--- src/logic/pcu_cfg.svh ---
// Register offsets, field positions, reset values and widths of the channel counter block
`ifndef PCU_CFG_SVH
`define PCU_CFG_SVH

// Widths
`define PCU_CNT_W         16
`define PCU_ADDR_W        8
`define PCU_DATA_W        32
`define PCU_PRESC_W       10
`define PCU_DIV_W         8
`define PCU_SEL_W         4

// Register byte offsets, one aligned word each
`define PCU_OFS_MODE      8'h00
`define PCU_OFS_DUTY      8'h04
`define PCU_OFS_PERIOD    8'h08
`define PCU_OFS_COUNT     8'h0C
`define PCU_OFS_UPDATE    8'h10
`define PCU_OFS_ENABLE    8'h14
`define PCU_OFS_DISABLE   8'h18
`define PCU_OFS_STATUS    8'h1C
`define PCU_OFS_DIVIDER   8'h20

// Mode register fields
`define PCU_MODE_SEL_LSB  0
`define PCU_MODE_ALG_BIT  8
`define PCU_MODE_POL_BIT  9
`define PCU_MODE_UPD_BIT  10

// Divider register fields
`define PCU_LINEAR_DIVIDER_A_LSB      0
`define PCU_LINEAR_DIVIDER_B_LSB      8

// Source selector codes
`define PCU_SEL_PRESC_MAX 4'hA
`define PCU_SEL_LINEAR_DIVIDER_A      4'h b
`define PCU_SEL_LINEAR_DIVIDER_B      4'h c

// Reset values
`define PCU_RST_MODE      11'h000
`define PCU_RST_DUTY      16'h0000
`define PCU_RST_PERIOD    16'h0000
`define PCU_RST_DIV       8'h00

`endif

--- src/logic/pcu_pkg.sv ---
// Types shared by the channel counter block
`include "pcu_cfg.svh"

package pcu_pkg;

   // One register bus request
   typedef struct packed {
      logic [`PCU_ADDR_W-1:0] addr;   // Byte address
      logic [`PCU_DATA_W-1:0] wdata;  // Write data
      logic                   wr;     // Write strobe
      logic                   rd;     // Read strobe
   } pcu_bus_req_t;

   // Whole state of the channel
   typedef struct packed {
      logic [`PCU_SEL_W-1:0]   src_sel;     // Counter source selector
      logic                    align_ctr;   // Center aligned when set
      logic                    pol_high;    // Waveform starts high
      logic                    upd_period;  // Pending value targets period
      logic [`PCU_CNT_W-1:0]   duty;        // Active duty value
      logic [`PCU_CNT_W-1:0]   period;      // Active period value
      logic [`PCU_CNT_W-1:0]   pend;        // Pending update value
      logic                    pend_vld;    // Pending value waiting
      logic                    enabled;     // Channel running
      logic [`PCU_CNT_W-1:0]   cnt;         // Channel counter
      logic                    down;        // Center mode counting down
      logic [`PCU_PRESC_W-1:0] presc;       // Free running prescaler
      logic [`PCU_DIV_W-1:0]   linear_divider_a_ratio;  // Linear divider A ratio
      logic [`PCU_DIV_W-1:0]   linear_divider_b_ratio;  // Linear divider B ratio
      logic [`PCU_DIV_W-1:0]   linear_divider_a_cnt;    // Divider A count
      logic [`PCU_DIV_W-1:0]   linear_divider_b_cnt;    // Divider B count
      logic                    pstart;      // Period start pulse
      logic                    wave;        // Waveform output
      logic [`PCU_DATA_W-1:0]  rdata;       // Read data
   } pcu_state_t;

endpackage

--- src/logic/pcu_channel.sv ---
// Channel counter with prescaler, dividers and double-buffered duty/period update
`timescale 1ns/1ps
`include "pcu_cfg.svh"

module pcu_channel
   import pcu_pkg::*;
(
   input  wire logic                   sys_clk_in,      // Master clock, 20 MHz
   input  wire logic                   arst_n_in,       // Async reset, active low
   input  wire pcu_bus_req_t           bus_req_in,      // Register bus request
   output logic [`PCU_DATA_W-1:0]      bus_rdata_out,   // Read data, cycle after read
   output logic                        wave_out,        // Channel waveform
   output logic                        period_start_out // One pulse per period start
);

   pcu_state_t s_q;                           // Registered state
   pcu_state_t s_d;                           // Next state

   logic [`PCU_PRESC_W-1:0] presc_mask;       // Low prescaler bits for the chosen ratio
   logic                    tick_presc;       // Prescaler tick
   logic                    tick_linear_divider_a;        // Divider A tick
   logic                    tick_linear_divider_b;        // Divider B tick
   logic                    tick;             // Counter source tick
   logic                    wr_en;            // Enable register written with bit set
   logic [`PCU_CNT_W-1:0]   cnt_inc;          // Counter plus one

   // Outputs straight from state flops
   assign bus_rdata_out    = s_q.rdata;
   assign wave_out         = s_q.wave;
   assign period_start_out = s_q.pstart;

   // Prescaler mask: ratio two to the selector, all ones marks the tick
   assign presc_mask = `PCU_PRESC_W'((11'h001 << s_q.src_sel) - 11'h001);

   // Source tick select
   always_comb begin
      tick_presc = ((s_q.presc & presc_mask) == presc_mask);
      // A zero ratio stops the divider, so the channel simply holds
      tick_linear_divider_a  = (s_q.linear_divider_a_ratio != '0) && (s_q.linear_divider_a_cnt == s_q.linear_divider_a_ratio - 8'h01);
      tick_linear_divider_b  = (s_q.linear_divider_b_ratio != '0) && (s_q.linear_divider_b_cnt == s_q.linear_divider_b_ratio - 8'h01);
      if (s_q.src_sel <= `PCU_SEL_PRESC_MAX) begin
         tick = tick_presc;
      end else if (s_q.src_sel == `PCU_SEL_LINEAR_DIVIDER_A) begin
         tick = tick_linear_divider_a;
      end else if (s_q.src_sel == `PCU_SEL_LINEAR_DIVIDER_B) begin
         tick = tick_linear_divider_b;
      end else begin
         tick = 1'b0;                                                        // Reserved code, no count
      end
   end

   assign wr_en   = bus_req_in.wr && (bus_req_in.addr == `PCU_OFS_ENABLE) && bus_req_in.wdata[0];
   assign cnt_inc = s_q.cnt + 16'h0001;

   // Next state
   always_comb begin
      s_d        = s_q;
      s_d.rdata  = '0;
      s_d.pstart = 1'b0;

      // Free running dividers, independent of the channel enable
      s_d.presc = s_q.presc + 10'h001;
      if (tick_linear_divider_a || s_q.linear_divider_a_ratio == '0) begin
         s_d.linear_divider_a_cnt = '0;
      end else begin
         s_d.linear_divider_a_cnt = s_q.linear_divider_a_cnt + 8'h01;
      end
      if (tick_linear_divider_b || s_q.linear_divider_b_ratio == '0) begin
         s_d.linear_divider_b_cnt = '0;
      end else begin
         s_d.linear_divider_b_cnt = s_q.linear_divider_b_cnt + 8'h01;
      end

      // Counter
      if (s_q.enabled && tick) begin
         if (!s_q.align_ctr) begin
            // Left aligned: period ticks from zero back to zero
            if (cnt_inc >= s_q.period) begin
               s_d.cnt    = '0;
               s_d.pstart = 1'b1;
            end else begin
               s_d.cnt = cnt_inc;
            end
         end else if (!s_q.down) begin
            // Center aligned, rising half
            if (cnt_inc >= s_q.period) begin
               s_d.cnt  = s_q.period;
               s_d.down = 1'b1;
            end else begin
               s_d.cnt = cnt_inc;
            end
         end else begin
            // Center aligned, falling half; reaching zero ends the period
            if (s_q.cnt <= 16'h0001) begin
               s_d.cnt    = '0;
               s_d.down   = 1'b0;
               s_d.pstart = 1'b1;
            end else begin
               s_d.cnt = s_q.cnt - 16'h0001;
            end
         end
      end

      // Pending value lands only at a period start, never mid-period
      if (s_d.pstart && s_q.pend_vld) begin
         s_d.pend_vld = 1'b0;
         if (s_q.upd_period) begin
            s_d.period = s_q.pend;
         end else begin
            s_d.duty = s_q.pend;
         end
      end

      // Register writes
      if (bus_req_in.wr) begin
         case (bus_req_in.addr)
            `PCU_OFS_MODE: begin
               s_d.src_sel    = bus_req_in.wdata[`PCU_MODE_SEL_LSB +: `PCU_SEL_W];
               s_d.align_ctr  = bus_req_in.wdata[`PCU_MODE_ALG_BIT];
               s_d.pol_high   = bus_req_in.wdata[`PCU_MODE_POL_BIT];
               s_d.upd_period = bus_req_in.wdata[`PCU_MODE_UPD_BIT];
            end
            `PCU_OFS_DUTY: begin
               // Direct load only while stopped; running changes go through the update register
               if (!s_q.enabled) begin
                  s_d.duty = bus_req_in.wdata[`PCU_CNT_W-1:0];
               end
            end
            `PCU_OFS_PERIOD: begin
               if (!s_q.enabled) begin
                  s_d.period = bus_req_in.wdata[`PCU_CNT_W-1:0];
               end
            end
            `PCU_OFS_COUNT: begin
               s_d.cnt = s_d.cnt;                                            // Read-only, write dropped
            end
            `PCU_OFS_UPDATE: begin
               s_d.pend     = bus_req_in.wdata[`PCU_CNT_W-1:0];
               s_d.pend_vld = 1'b1;
            end
            `PCU_OFS_ENABLE: begin
               if (bus_req_in.wdata[0]) begin
                  s_d.enabled = 1'b1;
                  s_d.cnt     = '0;
                  s_d.down    = 1'b0;
               end
            end
            `PCU_OFS_DISABLE: begin
               if (bus_req_in.wdata[0]) begin
                  s_d.enabled = 1'b0;
               end
            end
            `PCU_OFS_DIVIDER: begin
               s_d.linear_divider_a_ratio = bus_req_in.wdata[`PCU_LINEAR_DIVIDER_A_LSB +: `PCU_DIV_W];
               s_d.linear_divider_b_ratio = bus_req_in.wdata[`PCU_LINEAR_DIVIDER_B_LSB +: `PCU_DIV_W];
            end
            default: begin
               s_d.rdata = '0;                                               // Unmapped write ignored
            end
         endcase
      end

      // Register reads, answer in the next cycle
      if (bus_req_in.rd) begin
         case (bus_req_in.addr)
            `PCU_OFS_MODE: begin
               s_d.rdata = {21'h00_0000, s_q.upd_period, s_q.pol_high, s_q.align_ctr,
                            4'h0, s_q.src_sel};
            end
            `PCU_OFS_DUTY: begin
               s_d.rdata = {16'h0000, s_q.duty};
            end
            `PCU_OFS_PERIOD: begin
               s_d.rdata = {16'h0000, s_q.period};
            end
            `PCU_OFS_COUNT: begin
               s_d.rdata = {16'h0000, s_q.cnt};
            end
            `PCU_OFS_STATUS: begin
               s_d.rdata = {28'h000_0000, s_q.wave, s_q.down, s_q.pend_vld, s_q.enabled};
            end
            `PCU_OFS_DIVIDER: begin
               s_d.rdata = {16'h0000, s_q.linear_divider_b_ratio, s_q.linear_divider_a_ratio};
            end
            default: begin
               s_d.rdata = '0;                                               // Write-only and unmapped read zero
            end
         endcase
      end

      // Waveform: starting level for the active part, inverse after the duty point
      if (!s_d.enabled) begin
         s_d.wave = 1'b0;
      end else if (s_d.cnt < s_d.duty) begin
         s_d.wave = s_d.pol_high;
      end else begin
         s_d.wave = !s_d.pol_high;
      end
   end

   // State register
   always_ff @(posedge sys_clk_in or negedge arst_n_in) begin
      if (!arst_n_in) begin
         s_q            <= '0;
         s_q.duty       <= `PCU_RST_DUTY;
         s_q.period     <= `PCU_RST_PERIOD;
         s_q.linear_divider_a_ratio <= `PCU_RST_DIV;
         s_q.linear_divider_b_ratio <= `PCU_RST_DIV;
      end else begin
         s_q <= s_d;
      end
   end

   // Checks, all on the master clock and quiet during reset

   // Prescaler tick lands on a power of two boundary
   AST_PRESC_TICK: assert property (@(posedge sys_clk_in) disable iff (!arst_n_in)
      (s_q.src_sel == 4'h3 && tick) |-> (s_q.presc[2:0] == 3'h7))
      else $error("Prescaler tick off its power of two boundary");

   // Counter only moves on a source tick or a bus write
   AST_TICK_HOLD: assert property (@(posedge sys_clk_in) disable iff (!arst_n_in)
      (s_q.enabled && !tick && !bus_req_in.wr) |=> $stable(s_q.cnt))
      else $error("Counter moved without a source tick");

   // Center period ends only after the falling half
   AST_CENTER_END: assert property (@(posedge sys_clk_in) disable iff (!arst_n_in)
      (s_q.pstart && s_q.align_ctr && !$past(wr_en)) |-> ($past(s_q.down) && s_q.cnt == '0))
      else $error("Center period ended without a falling half");

   // Divider A spacing, once the ratio has settled for three cycles
   AST_LINEAR_DIVIDER_A_RATE: assert property (@(posedge sys_clk_in) disable iff (!arst_n_in)
      (tick_linear_divider_a && s_q.linear_divider_a_ratio == 8'h03 && $past(s_q.linear_divider_a_ratio, 3) == 8'h03 && !$past(bus_req_in.wr))
      |-> $past(tick_linear_divider_a, 3))
      else $error("Divider A tick spacing wrong");

   // Enable clears the counter
   AST_ENABLE_CLEAR: assert property (@(posedge sys_clk_in) disable iff (!arst_n_in)
      wr_en |=> (s_q.cnt == '0 && s_q.enabled))
      else $error("Counter not cleared on enable");

   // Stopped counter holds, whatever software writes except an enable
   AST_IDLE_HOLD: assert property (@(posedge sys_clk_in) disable iff (!arst_n_in)
      (!s_q.enabled && !wr_en) |=> $stable(s_q.cnt))
      else $error("Stopped counter moved");

   // Left mode wraps to zero at the period value
   AST_LEFT_WRAP: assert property (@(posedge sys_clk_in) disable iff (!arst_n_in)
      (s_q.enabled && tick && !s_q.align_ctr && cnt_inc >= s_q.period && !bus_req_in.wr)
      |=> (s_q.cnt == '0 && s_q.pstart))
      else $error("Left counter did not wrap at period");

   // Period start pulse always comes with a zero count
   AST_PSTART_ZERO: assert property (@(posedge sys_clk_in) disable iff (!arst_n_in)
      s_q.pstart |-> (s_q.cnt == '0))
      else $error("Period start with a nonzero count");

   // Counter view answers in the cycle after the read
   AST_VIEW_READ: assert property (@(posedge sys_clk_in) disable iff (!arst_n_in)
      (bus_req_in.rd && bus_req_in.addr == `PCU_OFS_COUNT) |=> (bus_rdata_out == {16'h0000, $past(s_q.cnt)}))
      else $error("Counter view read wrong");

   // Read data stands one cycle only
   AST_READ_IDLE: assert property (@(posedge sys_clk_in) disable iff (!arst_n_in)
      !bus_req_in.rd |=> (bus_rdata_out == '0))
      else $error("Read data without a read");

   // Active values never change inside a running period
   AST_NO_MIDPERIOD: assert property (@(posedge sys_clk_in) disable iff (!arst_n_in)
      (s_q.enabled && !s_d.pstart && !wr_en) |=> $stable(s_q.duty) && $stable(s_q.period))
      else $error("Active value changed mid period");

   // Pending value waits for the period start
   AST_UPDATE_HOLD: assert property (@(posedge sys_clk_in) disable iff (!arst_n_in)
      (s_q.pend_vld && !s_d.pstart) |=> s_q.pend_vld)
      else $error("Pending value lost before period start");

   // Only the low half of the update word is kept
   AST_PEND_LOW16: assert property (@(posedge sys_clk_in) disable iff (!arst_n_in)
      (bus_req_in.wr && bus_req_in.addr == `PCU_OFS_UPDATE)
      |=> (s_q.pend == $past(bus_req_in.wdata[15:0]) && s_q.pend_vld))
      else $error("Pending value not low sixteen bits");

   // Duty load at period start
   AST_DUTY_LOAD: assert property (@(posedge sys_clk_in) disable iff (!arst_n_in)
      (s_d.pstart && s_q.pend_vld && !s_q.upd_period) |=> (s_q.duty == $past(s_q.pend)))
      else $error("Duty not loaded at period start");

   // Pending flag drops once the value has landed
   AST_PEND_CLEAR: assert property (@(posedge sys_clk_in) disable iff (!arst_n_in)
      (s_d.pstart && s_q.pend_vld && !(bus_req_in.wr && bus_req_in.addr == `PCU_OFS_UPDATE))
      |=> !s_q.pend_vld)
      else $error("Pending flag stayed after load");

   // Period load at period start
   AST_PERIOD_LOAD: assert property (@(posedge sys_clk_in) disable iff (!arst_n_in)
      (s_d.pstart && s_q.pend_vld && s_q.upd_period) |=> (s_q.period == $past(s_q.pend)))
      else $error("Period not loaded at period start");

   // Center mode turns at the period value
   AST_CENTER_TURN: assert property (@(posedge sys_clk_in) disable iff (!arst_n_in)
      (s_q.enabled && tick && s_q.align_ctr && !s_q.down && cnt_inc >= s_q.period && !bus_req_in.wr)
      |=> (s_q.down && s_q.cnt == $past(s_q.period)))
      else $error("Center counter did not turn at period");

   // Main scenarios reached
   COV_LEFT_PERIOD:   cover property (@(posedge sys_clk_in) s_q.pstart && !s_q.align_ctr);
   COV_DUTY_UPDATE:   cover property (@(posedge sys_clk_in) s_d.pstart && s_q.pend_vld && !s_q.upd_period);
   COV_CENTER_PERIOD: cover property (@(posedge sys_clk_in) s_q.pstart && s_q.align_ctr);
   COV_PERIOD_UPDATE: cover property (@(posedge sys_clk_in) s_d.pstart && s_q.pend_vld && s_q.upd_period);
   COV_LINEAR_DIVIDER_B_COUNT:    cover property (@(posedge sys_clk_in) s_q.src_sel == `PCU_SEL_LINEAR_DIVIDER_B && tick && s_q.enabled);

endmodule

--- config.mk ---
export PLATFORM = sky130hd
export DESIGN_NAME = pcu_channel
export DESIGN_NICKNAME = d
export VERILOG_FILES = /design/src/logic/pcu_pkg.sv /design/src/logic/pcu_channel.sv
export VERILOG_INCLUDE_DIRS = /design/src /design/src/logic
export SDC_FILE = /design/constraint.sdc
export NUM_CORES = 1
export LEC_CHECK = 0
export ABC_AREA = 1
export ABC_CLOCK_PERIOD_IN_PS = 5550
export BUFFER_PORTS_ARGS = -buffer_cell sky130_fd_sc_hd__buf_2
export CORE_MARGIN = 2
export CORE_UTILIZATION = 35
export CTS_BUF_LIST = sky130_fd_sc_hd__clkbuf_16
export DETAILED_ROUTE_END_ITERATION = 6
export PLACE_DENSITY = 0.59
export SLEW_MARGIN = 20
export SYNTH_ARGS = -nofsm -noshare
export SYNTH_HDL_FRONTEND = slang
export SYNTH_SLANG_ARGS = --single-unit
export TNS_END_PERCENT = 5
--- constraint.sdc ---
create_clock -name sys_clk_in -period 5.55 [get_ports sys_clk_in]
set_input_delay 0.555 -clock sys_clk_in [delete_from_list [all_inputs] [get_ports sys_clk_in]]
set_output_delay 0.555 -clock sys_clk_in [all_outputs]
set_load 0.02 [all_outputs]
==> results_dict.tcl, run 1 <==
set metrics [dict create \
    worstSetupPathType "reg -> reg" \
    max_stage_delay_ns 0.41 \
    yosysWarnings 0 \
    seq_area_frac_synth_pct 38.3 \
    core_um2 24400 \
    fillers 2563 \
    grt_pass1_vias 7490 \
    dp.cells 1522 \
    worst_slack_ns 0.475 \
    ys_seq_elements 134 \
    die_x_um 162 \
    relSlewSlack_pct 30.3 \
    synthArstFlopShare_pct 100 \
    die_h_um 162 \
    pin_count 78 \
    num_rows 57 \
    layout-drive-gt1-share_pct 11.3 \
    cts_sinks 134 \
    tns_ns 0 \
    final.min_clock_period_ns 5.08 \
    fmax_mhz 197 \
    synth.distinct_cells 45 \
    final_antenna_net_count 0 \
    cts_tree "done" \
    synth_top_flop_cell "dfrtp_1" \
    cp-end-kind "flip-flop" \
    total_power_mw 3.90 \
    p_leak_nw 4.65 \
    initial_core_util_pct 35.9 \
    grt_start_max_net_pins 97 \
    hpwl_um 18700 \
    clkLatencyLatePin_ns 0.42 \
    place.gp.congestion 0.940 \
    grt_pass1_wl_um 40200 \
    drv_cap 0 \
    outcome "finished, final reports clean" \
    slew_violations 0 \
    grt_remaining_overflow 0 \
    start_kind "flip-flop" \
    worstPathRequired_ns 5.86 \
    die_area_um2 26300 \
    fin_nets 1305 \
    cts_buffer_depth 2 \
    syn_area_um2 8750 \
    syn_area_per_cell_um2 7.39 \
    crit_family "simple AND/OR/NAND/NOR gates" \
    skew_ns 0.00539 \
    hold_viol 0 \
    drt-initial-drc-count 637 \
    htreeDepth 4 \
    min_path_type "in -> async" \
    cp_num_buf_inv 5 \
    vias_per_cell 5.07 \
    routed_wirelength_um 25000 \
    worstMarginPinSlew_ns 1.02 \
    drt_first_pass_iters 6 \
    critPathSlowestCell "dfrtp_2" \
    hold_ws_ns 0.247 \
    wl_per_cell_um 16.1 \
    fin_cells 1558 \
    path_max_fanout 15 \
    p_per_area_nw_per_um2 393 \
    setup_viol 0 \
    cp_common_cell "nand2_1" \
    antenna_found_initial 0 \
    areaGrowthSynthToFinish_pct 13.5 \
    port_buffers 45 \
    clk_pin_slew_ns 0.06 \
    root_buffer "clkbuf_16" \
    timing.final.crit_share_pct 91.4 \
    drc_errors 0 \
    grt_usage_pct 19.7 \
    pre_cts_ws_ns 0.150 \
    worstPathArrival_ns 5.39 \
    synth_edf_count 0 \
    num_vias 7892 \
    syn_inst 1184 \
    num_antenna_cells 0 \
    vdd_drop_max_uv 170 \
    cts_buffers 17 \
]
stage by stage:
stage | instance area [um2] | util, %
final | 9930 | 40.7
after global routing | 9930 | 40.7
after CTS | 9850 | 40.4
after detailed placement | 9200 | 37.7
after global placement | 9200 | 37.7
after floorplan | 8800 | -
sequential cells by signal, indices dropped and copies added, names as in the netlist:
| signal | count |
|---|---|
| period_start_out | 1 |
| s_q | 116 |
| bus_rdata_out | 16 |
| wave_out | 1 |
Yosys cell counts (all sizes together), types with 3 or more instances:
library cell,count,area (um2)
clkbuf,24,90.1
nand4,10,62.6
nand3,50,255
a2111oi,3,26.3
a221oi,13,114
o21bai,4,30.0
nor3b,7,52.6
nor3,23,130
o21ai,96,480
xor2,31,272
o22ai,16,100
a31oi,8,50.1
nor2,131,524
a211oi,15,113
a21oi,41,213
xnor2,3,26.3
inv,195,734
ha,40,500
nand2,249,942
buf,43,317
o211ai,31,233
dfrtp,134,3350
cell usage in the layout (no fill, tap or decap), drive strengths merged, types with 3 or more instances in the layout:
| cell type | synthesis | final |
|---|---|---|
| ha | 40 | 40 |
| clkbuf | 24 | 17 |
| a31oi | 8 | 8 |
| o22ai | 16 | 16 |
| a21oi | 41 | 41 |
| nand2 | 249 | 249 |
| conb | 1 | 16 |
| dfrtp | 134 | 134 |
| o21ai | 96 | 96 |
| a2111oi | 3 | 3 |
| buf | 43 | 70 |
| nand4 | 10 | 10 |
| nor3b | 7 | 7 |
| bufinv | 0 | 5 |
| xor2 | 31 | 31 |
| o21bai | 4 | 4 |
| a211oi | 15 | 15 |
| nand3 | 50 | 50 |
| o211ai | 31 | 31 |
| a221oi | 13 | 13 |
| nor2 | 131 | 131 |
| xnor2 | 3 | 3 |
| inv | 195 | 199 |
| clkinvlp | 0 | 4 |
| nor3 | 23 | 23 |
layer usage:
layer / up-vias / track usage [%] / routed length [um]
li1: 3896 / - / -
met1: 3696 / 27.7 / 11600
met2: 271 / 31.1 / 11400
met3: 29 / 3.50 / 1690
met4: 0 / 5.43 / 373
met5: - / 0 / 0
worst reg2reg max path, delay by kind of cell, from the launching register on:
kind / cells / cell delay, ns
adder cells (fa/ha/maj): 2 / 0.55
AND/OR/NAND/NOR: 18 / 2.44
XOR/XNOR: 1 / 0.14
flip-flops: 1 / 0.41
buffers and inverters: 5 / 0.62
AO/OA/AOI/OAI: 5 / 0.80
report_power, final:
group | switching [mW] | internal [mW]
combinational | 0.817 | 0.517
clock | 0.466 | 0.801
sequential | 0.168 | 1.13
total | 1.45 | 2.45
area by class of cell:
| cell class | instances | area (um2) | area share (%) |
|---|---|---|---|
| clock inverter | 15 | 228 | 2.29 |
| tap | 324 | 405 | 4.08 |
| timing repair buffer | 70 | 423 | 4.26 |
| sequential | 134 | 3350 | 33.8 |
| clock buffer | 17 | 425 | 4.28 |
| inverter | 195 | 734 | 7.40 |
| multi-input combinational | 803 | 4360 | 43.9 |
logic make-up (layout without fill, tap and decap cells):
family | Yosys count | in the layout | share of synthesized area (%)
other | 1 | 16 | 0.0429
AO/OA/AOI/OAI | 236 | 236 | 16.4
adder cells (fa/ha/maj) | 40 | 40 | 5.72
XOR/XNOR | 34 | 34 | 3.40
buffers and inverters | 262 | 297 | 13.0
flip-flops | 134 | 134 | 38.3
AND/OR/NAND/NOR | 477 | 477 | 23.0
worst paths after layout:
path                           startpoint       end  slack, ns  cells after the start
max reg2reg                       s_q[77]  wave_out       0.47                     31
min                             arst_n_in   s_q[44]       0.25                      1
max                               s_q[77]  wave_out       0.47                     31
max in group asynchronous       arst_n_in  s_q[108]       4.23                      2
min reg2reg                       s_q[66]   s_q[66]       0.47                      1
min in group sys_clk_in    bus_req_in[17]   s_q[57]       0.44                      3
repair_timing:
item	4_1_cts	5_1_grt
gates resized for setup	0	12
endpoints found under the hold margin	0	0
setup endpoints to repair	0	1
hold buffers	0	0
setup buffers	0	4
No activity file was read; power rests on OpenSTA's default activity.
==> run 2, diff against run 1 <==
==> constraint.sdc (replaced) <==
create_clock -name sys_clk_in -period 5.55 [get_ports sys_clk_in]
set_input_delay 1.11 -clock sys_clk_in [delete_from_list [all_inputs] [get_ports sys_clk_in]]
set_output_delay 1.11 -clock sys_clk_in [all_outputs]
set_load 0.02 [all_outputs]
==> run 2 against run 1 <==
Against the previous run: highest routed layer unchanged; sequential share of layout area increased by 0.24 points; total power decreased by 2.1%; critical endpoint unchanged; final cell count hardly changed; clock-buffer cell count did not move; via count fell by 1.1%; non-clock buffer count shrank 2; combinational power about the same; clock skew up 0.0036 ns; sequential power hardly changed.
==> results_dict.tcl, run 2 (synthesis gave the netlist of run 1 again) <==
set metrics [dict create \
    drt_first_pass_iters 5 \
    fmax_mhz 195 \
    slew_violations 0 \
    num_vias 7809 \
    port_buffers 45 \
    cts_buffer_depth 2 \
    max_stage_delay_ns 0.41 \
    p_comb_share_pct 35.2 \
    vdd_drop_max_uv 228 \
    cp-end-kind "flip-flop" \
    switching_share_pct 38.3 \
    antenna_found_initial 2 \
    critPathSlowestCell "dfrtp_1" \
    tns_ns 0 \
    grt_usage_pct 19.6 \
    cts_buffers 17 \
    outcome "finished, final reports clean" \
    areaGrowthSynthToFinish_pct 12.7 \
    grt_pass1_vias 7305 \
    cts_sinks 134 \
    seq_power_share_pct 34.0 \
    layout-drive-gt1-share_pct 11.1 \
    final_antenna_net_count 0 \
    final_cell_mix "246 x nand2_1, 190 x inv_1, 134 x dfrtp_1, 118 x nor2_1, 88 x o21ai_0" \
    clkLatencyLatePin_ns 0.43 \
    cp_common_cell "nand2_1" \
    cts_tree "done" \
    p_switching_mw 1.46 \
    largest_reg_flops 116 \
    clk_pin_slew_ns 0.06 \
    start_kind "flip-flop" \
    r2r-start "s_q[78]" \
    htreeDepth 4 \
    crit_family "simple AND/OR/NAND/NOR gates" \
    drv_cap 0 \
    num_rows 57 \
    timing.final.crit_share_pct 92.2 \
    place.gp.congestion 0.932 \
    worstPathArrival_ns 5.44 \
    fin_nets 1303 \
    p_int_mw 2.35 \
    pin_count 78 \
    grt_pass1_wl_um 39900 \
    routed_wirelength_um 25100 \
    crit_path_start "s_q[78]" \
    rsz0062_at_grt "false" \
    drt-initial-drc-count 612 \
    root_buffer "clkbuf_16" \
    final_common_cell "nand2_1" \
    path_max_fanout 13 \
    finalCoreUtilization_pct 40.4 \
    worstMarginPinSlew_ns 1.02 \
    core_um2 24400 \
    top_register "s_q" \
    p_clk_share_pct 30.8 \
    grt_remaining_overflow 0 \
    die_x_um 162 \
    hpwl_um 18800 \
    vias_per_cell 5.02 \
    final.min_clock_period_ns 5.12 \
    min_path_type "reg -> reg" \
    hold_viol 0 \
    setup_viol 0 \
    grt_start_max_net_pins 97 \
    wl_per_cell_um 16.1 \
    worstPathRequired_ns 5.87 \
    skew_ns 0.00901 \
    worstSetupPathType "reg -> reg" \
    hp-start "s_q[66]" \
    drc_errors 0 \
    relSlewSlack_pct 29.9 \
    holdBufCountCts 0 \
    cp_num_buf_inv 3 \
    p_leak_nw 4.63 \
    die_area_um2 26300 \
    initial_core_util_pct 35.9 \
    die_h_um 162 \
    p_per_area_nw_per_um2 387 \
]
==> run 2: cell type report <==
cell class                      count  area (um2)
Fill cell                        2527       14500
Multi-Input combinational cell    803        4350
Sequential cell                   134        3350
Inverter                          195         734
Clock buffer                       17         425
Tap cell                          324         405
Timing Repair Buffer               68         404
Clock inverter                     15         178
Antenna cell                        1        2.50
==> run 2: path summary, 6_finish.rpt <==
check                            to  slack, ns  cells after the start
min reg2reg                 s_q[66]       0.47                      1
max in group asynchronous  s_q[118]       3.76                      2
max                        wave_out       0.43                     30
min                         s_q[66]       0.47                      1
max reg2reg                wave_out       0.43                     30
min in group asynchronous   s_q[45]       0.76                      1
==> run 2: power groups by stage <==
| stage | registers, mW | logic [mW] | clock network, mW |
|---|---|---|---|
| after detailed placement | 1.31 | 1.31 | 0 |
| after CTS | 1.29 | 1.32 | 1.19 |
| after floorplan | 1.25 | 0.987 | 0 |
| after global routing | 1.32 | 1.55 | 1.24 |
| final | 1.30 | 1.34 | 1.18 |
| after global placement | 1.31 | 1.29 | 0 |
==> run 2: worst reg2reg max path, delay by kind of cell, from the launching register on <==
| family | cells | cell delay (ns) |
|---|---|---|
| DFF | 1 | 0.41 |
| and+or+nand+nor | 20 | 2.71 |
| AOI/OAI and AO/OA | 4 | 0.73 |
| xor gates and xnor gates | 1 | 0.10 |
| buffers and inverters | 3 | 0.44 |
| adders and majority gates | 2 | 0.63 |
==> run 2: routing by layer <==
metal	vias up	part of all wire [%]	global-route usage [%]
li1	3896	-	-
met3	37	6.1	3.68
met1	3626	47	27.9
met5	-	0	0
met2	250	44	30.0
met4	0	2.5	6.40
==> run 2: timing repair <==
action                                  4_1_cts  5_1_grt
buffers inserted                              0        0
endpoints found under the setup margin        0        1
resized for setup                             0        9
==> run 2: metrics by stage <==
step / setup WS (ns) / area, um2 / cells / hold WS, ns / total power, mW
after floorplan: 0.954 / 8800 / 1199 / 0.427 / 2.24
after global placement: 0.294 / 9210 / 1524 / 0.444 / 2.60
after detailed placement: 0.216 / 9220 / 1524 / 0.453 / 2.62
after CTS: 0.187 / 9820 / 1556 / 0.463 / 3.80
after global routing: 0.000872 / 9850 / 1556 / 0.483 / 4.10
final: 0.432 / 9850 / 1557 / 0.466 / 3.82
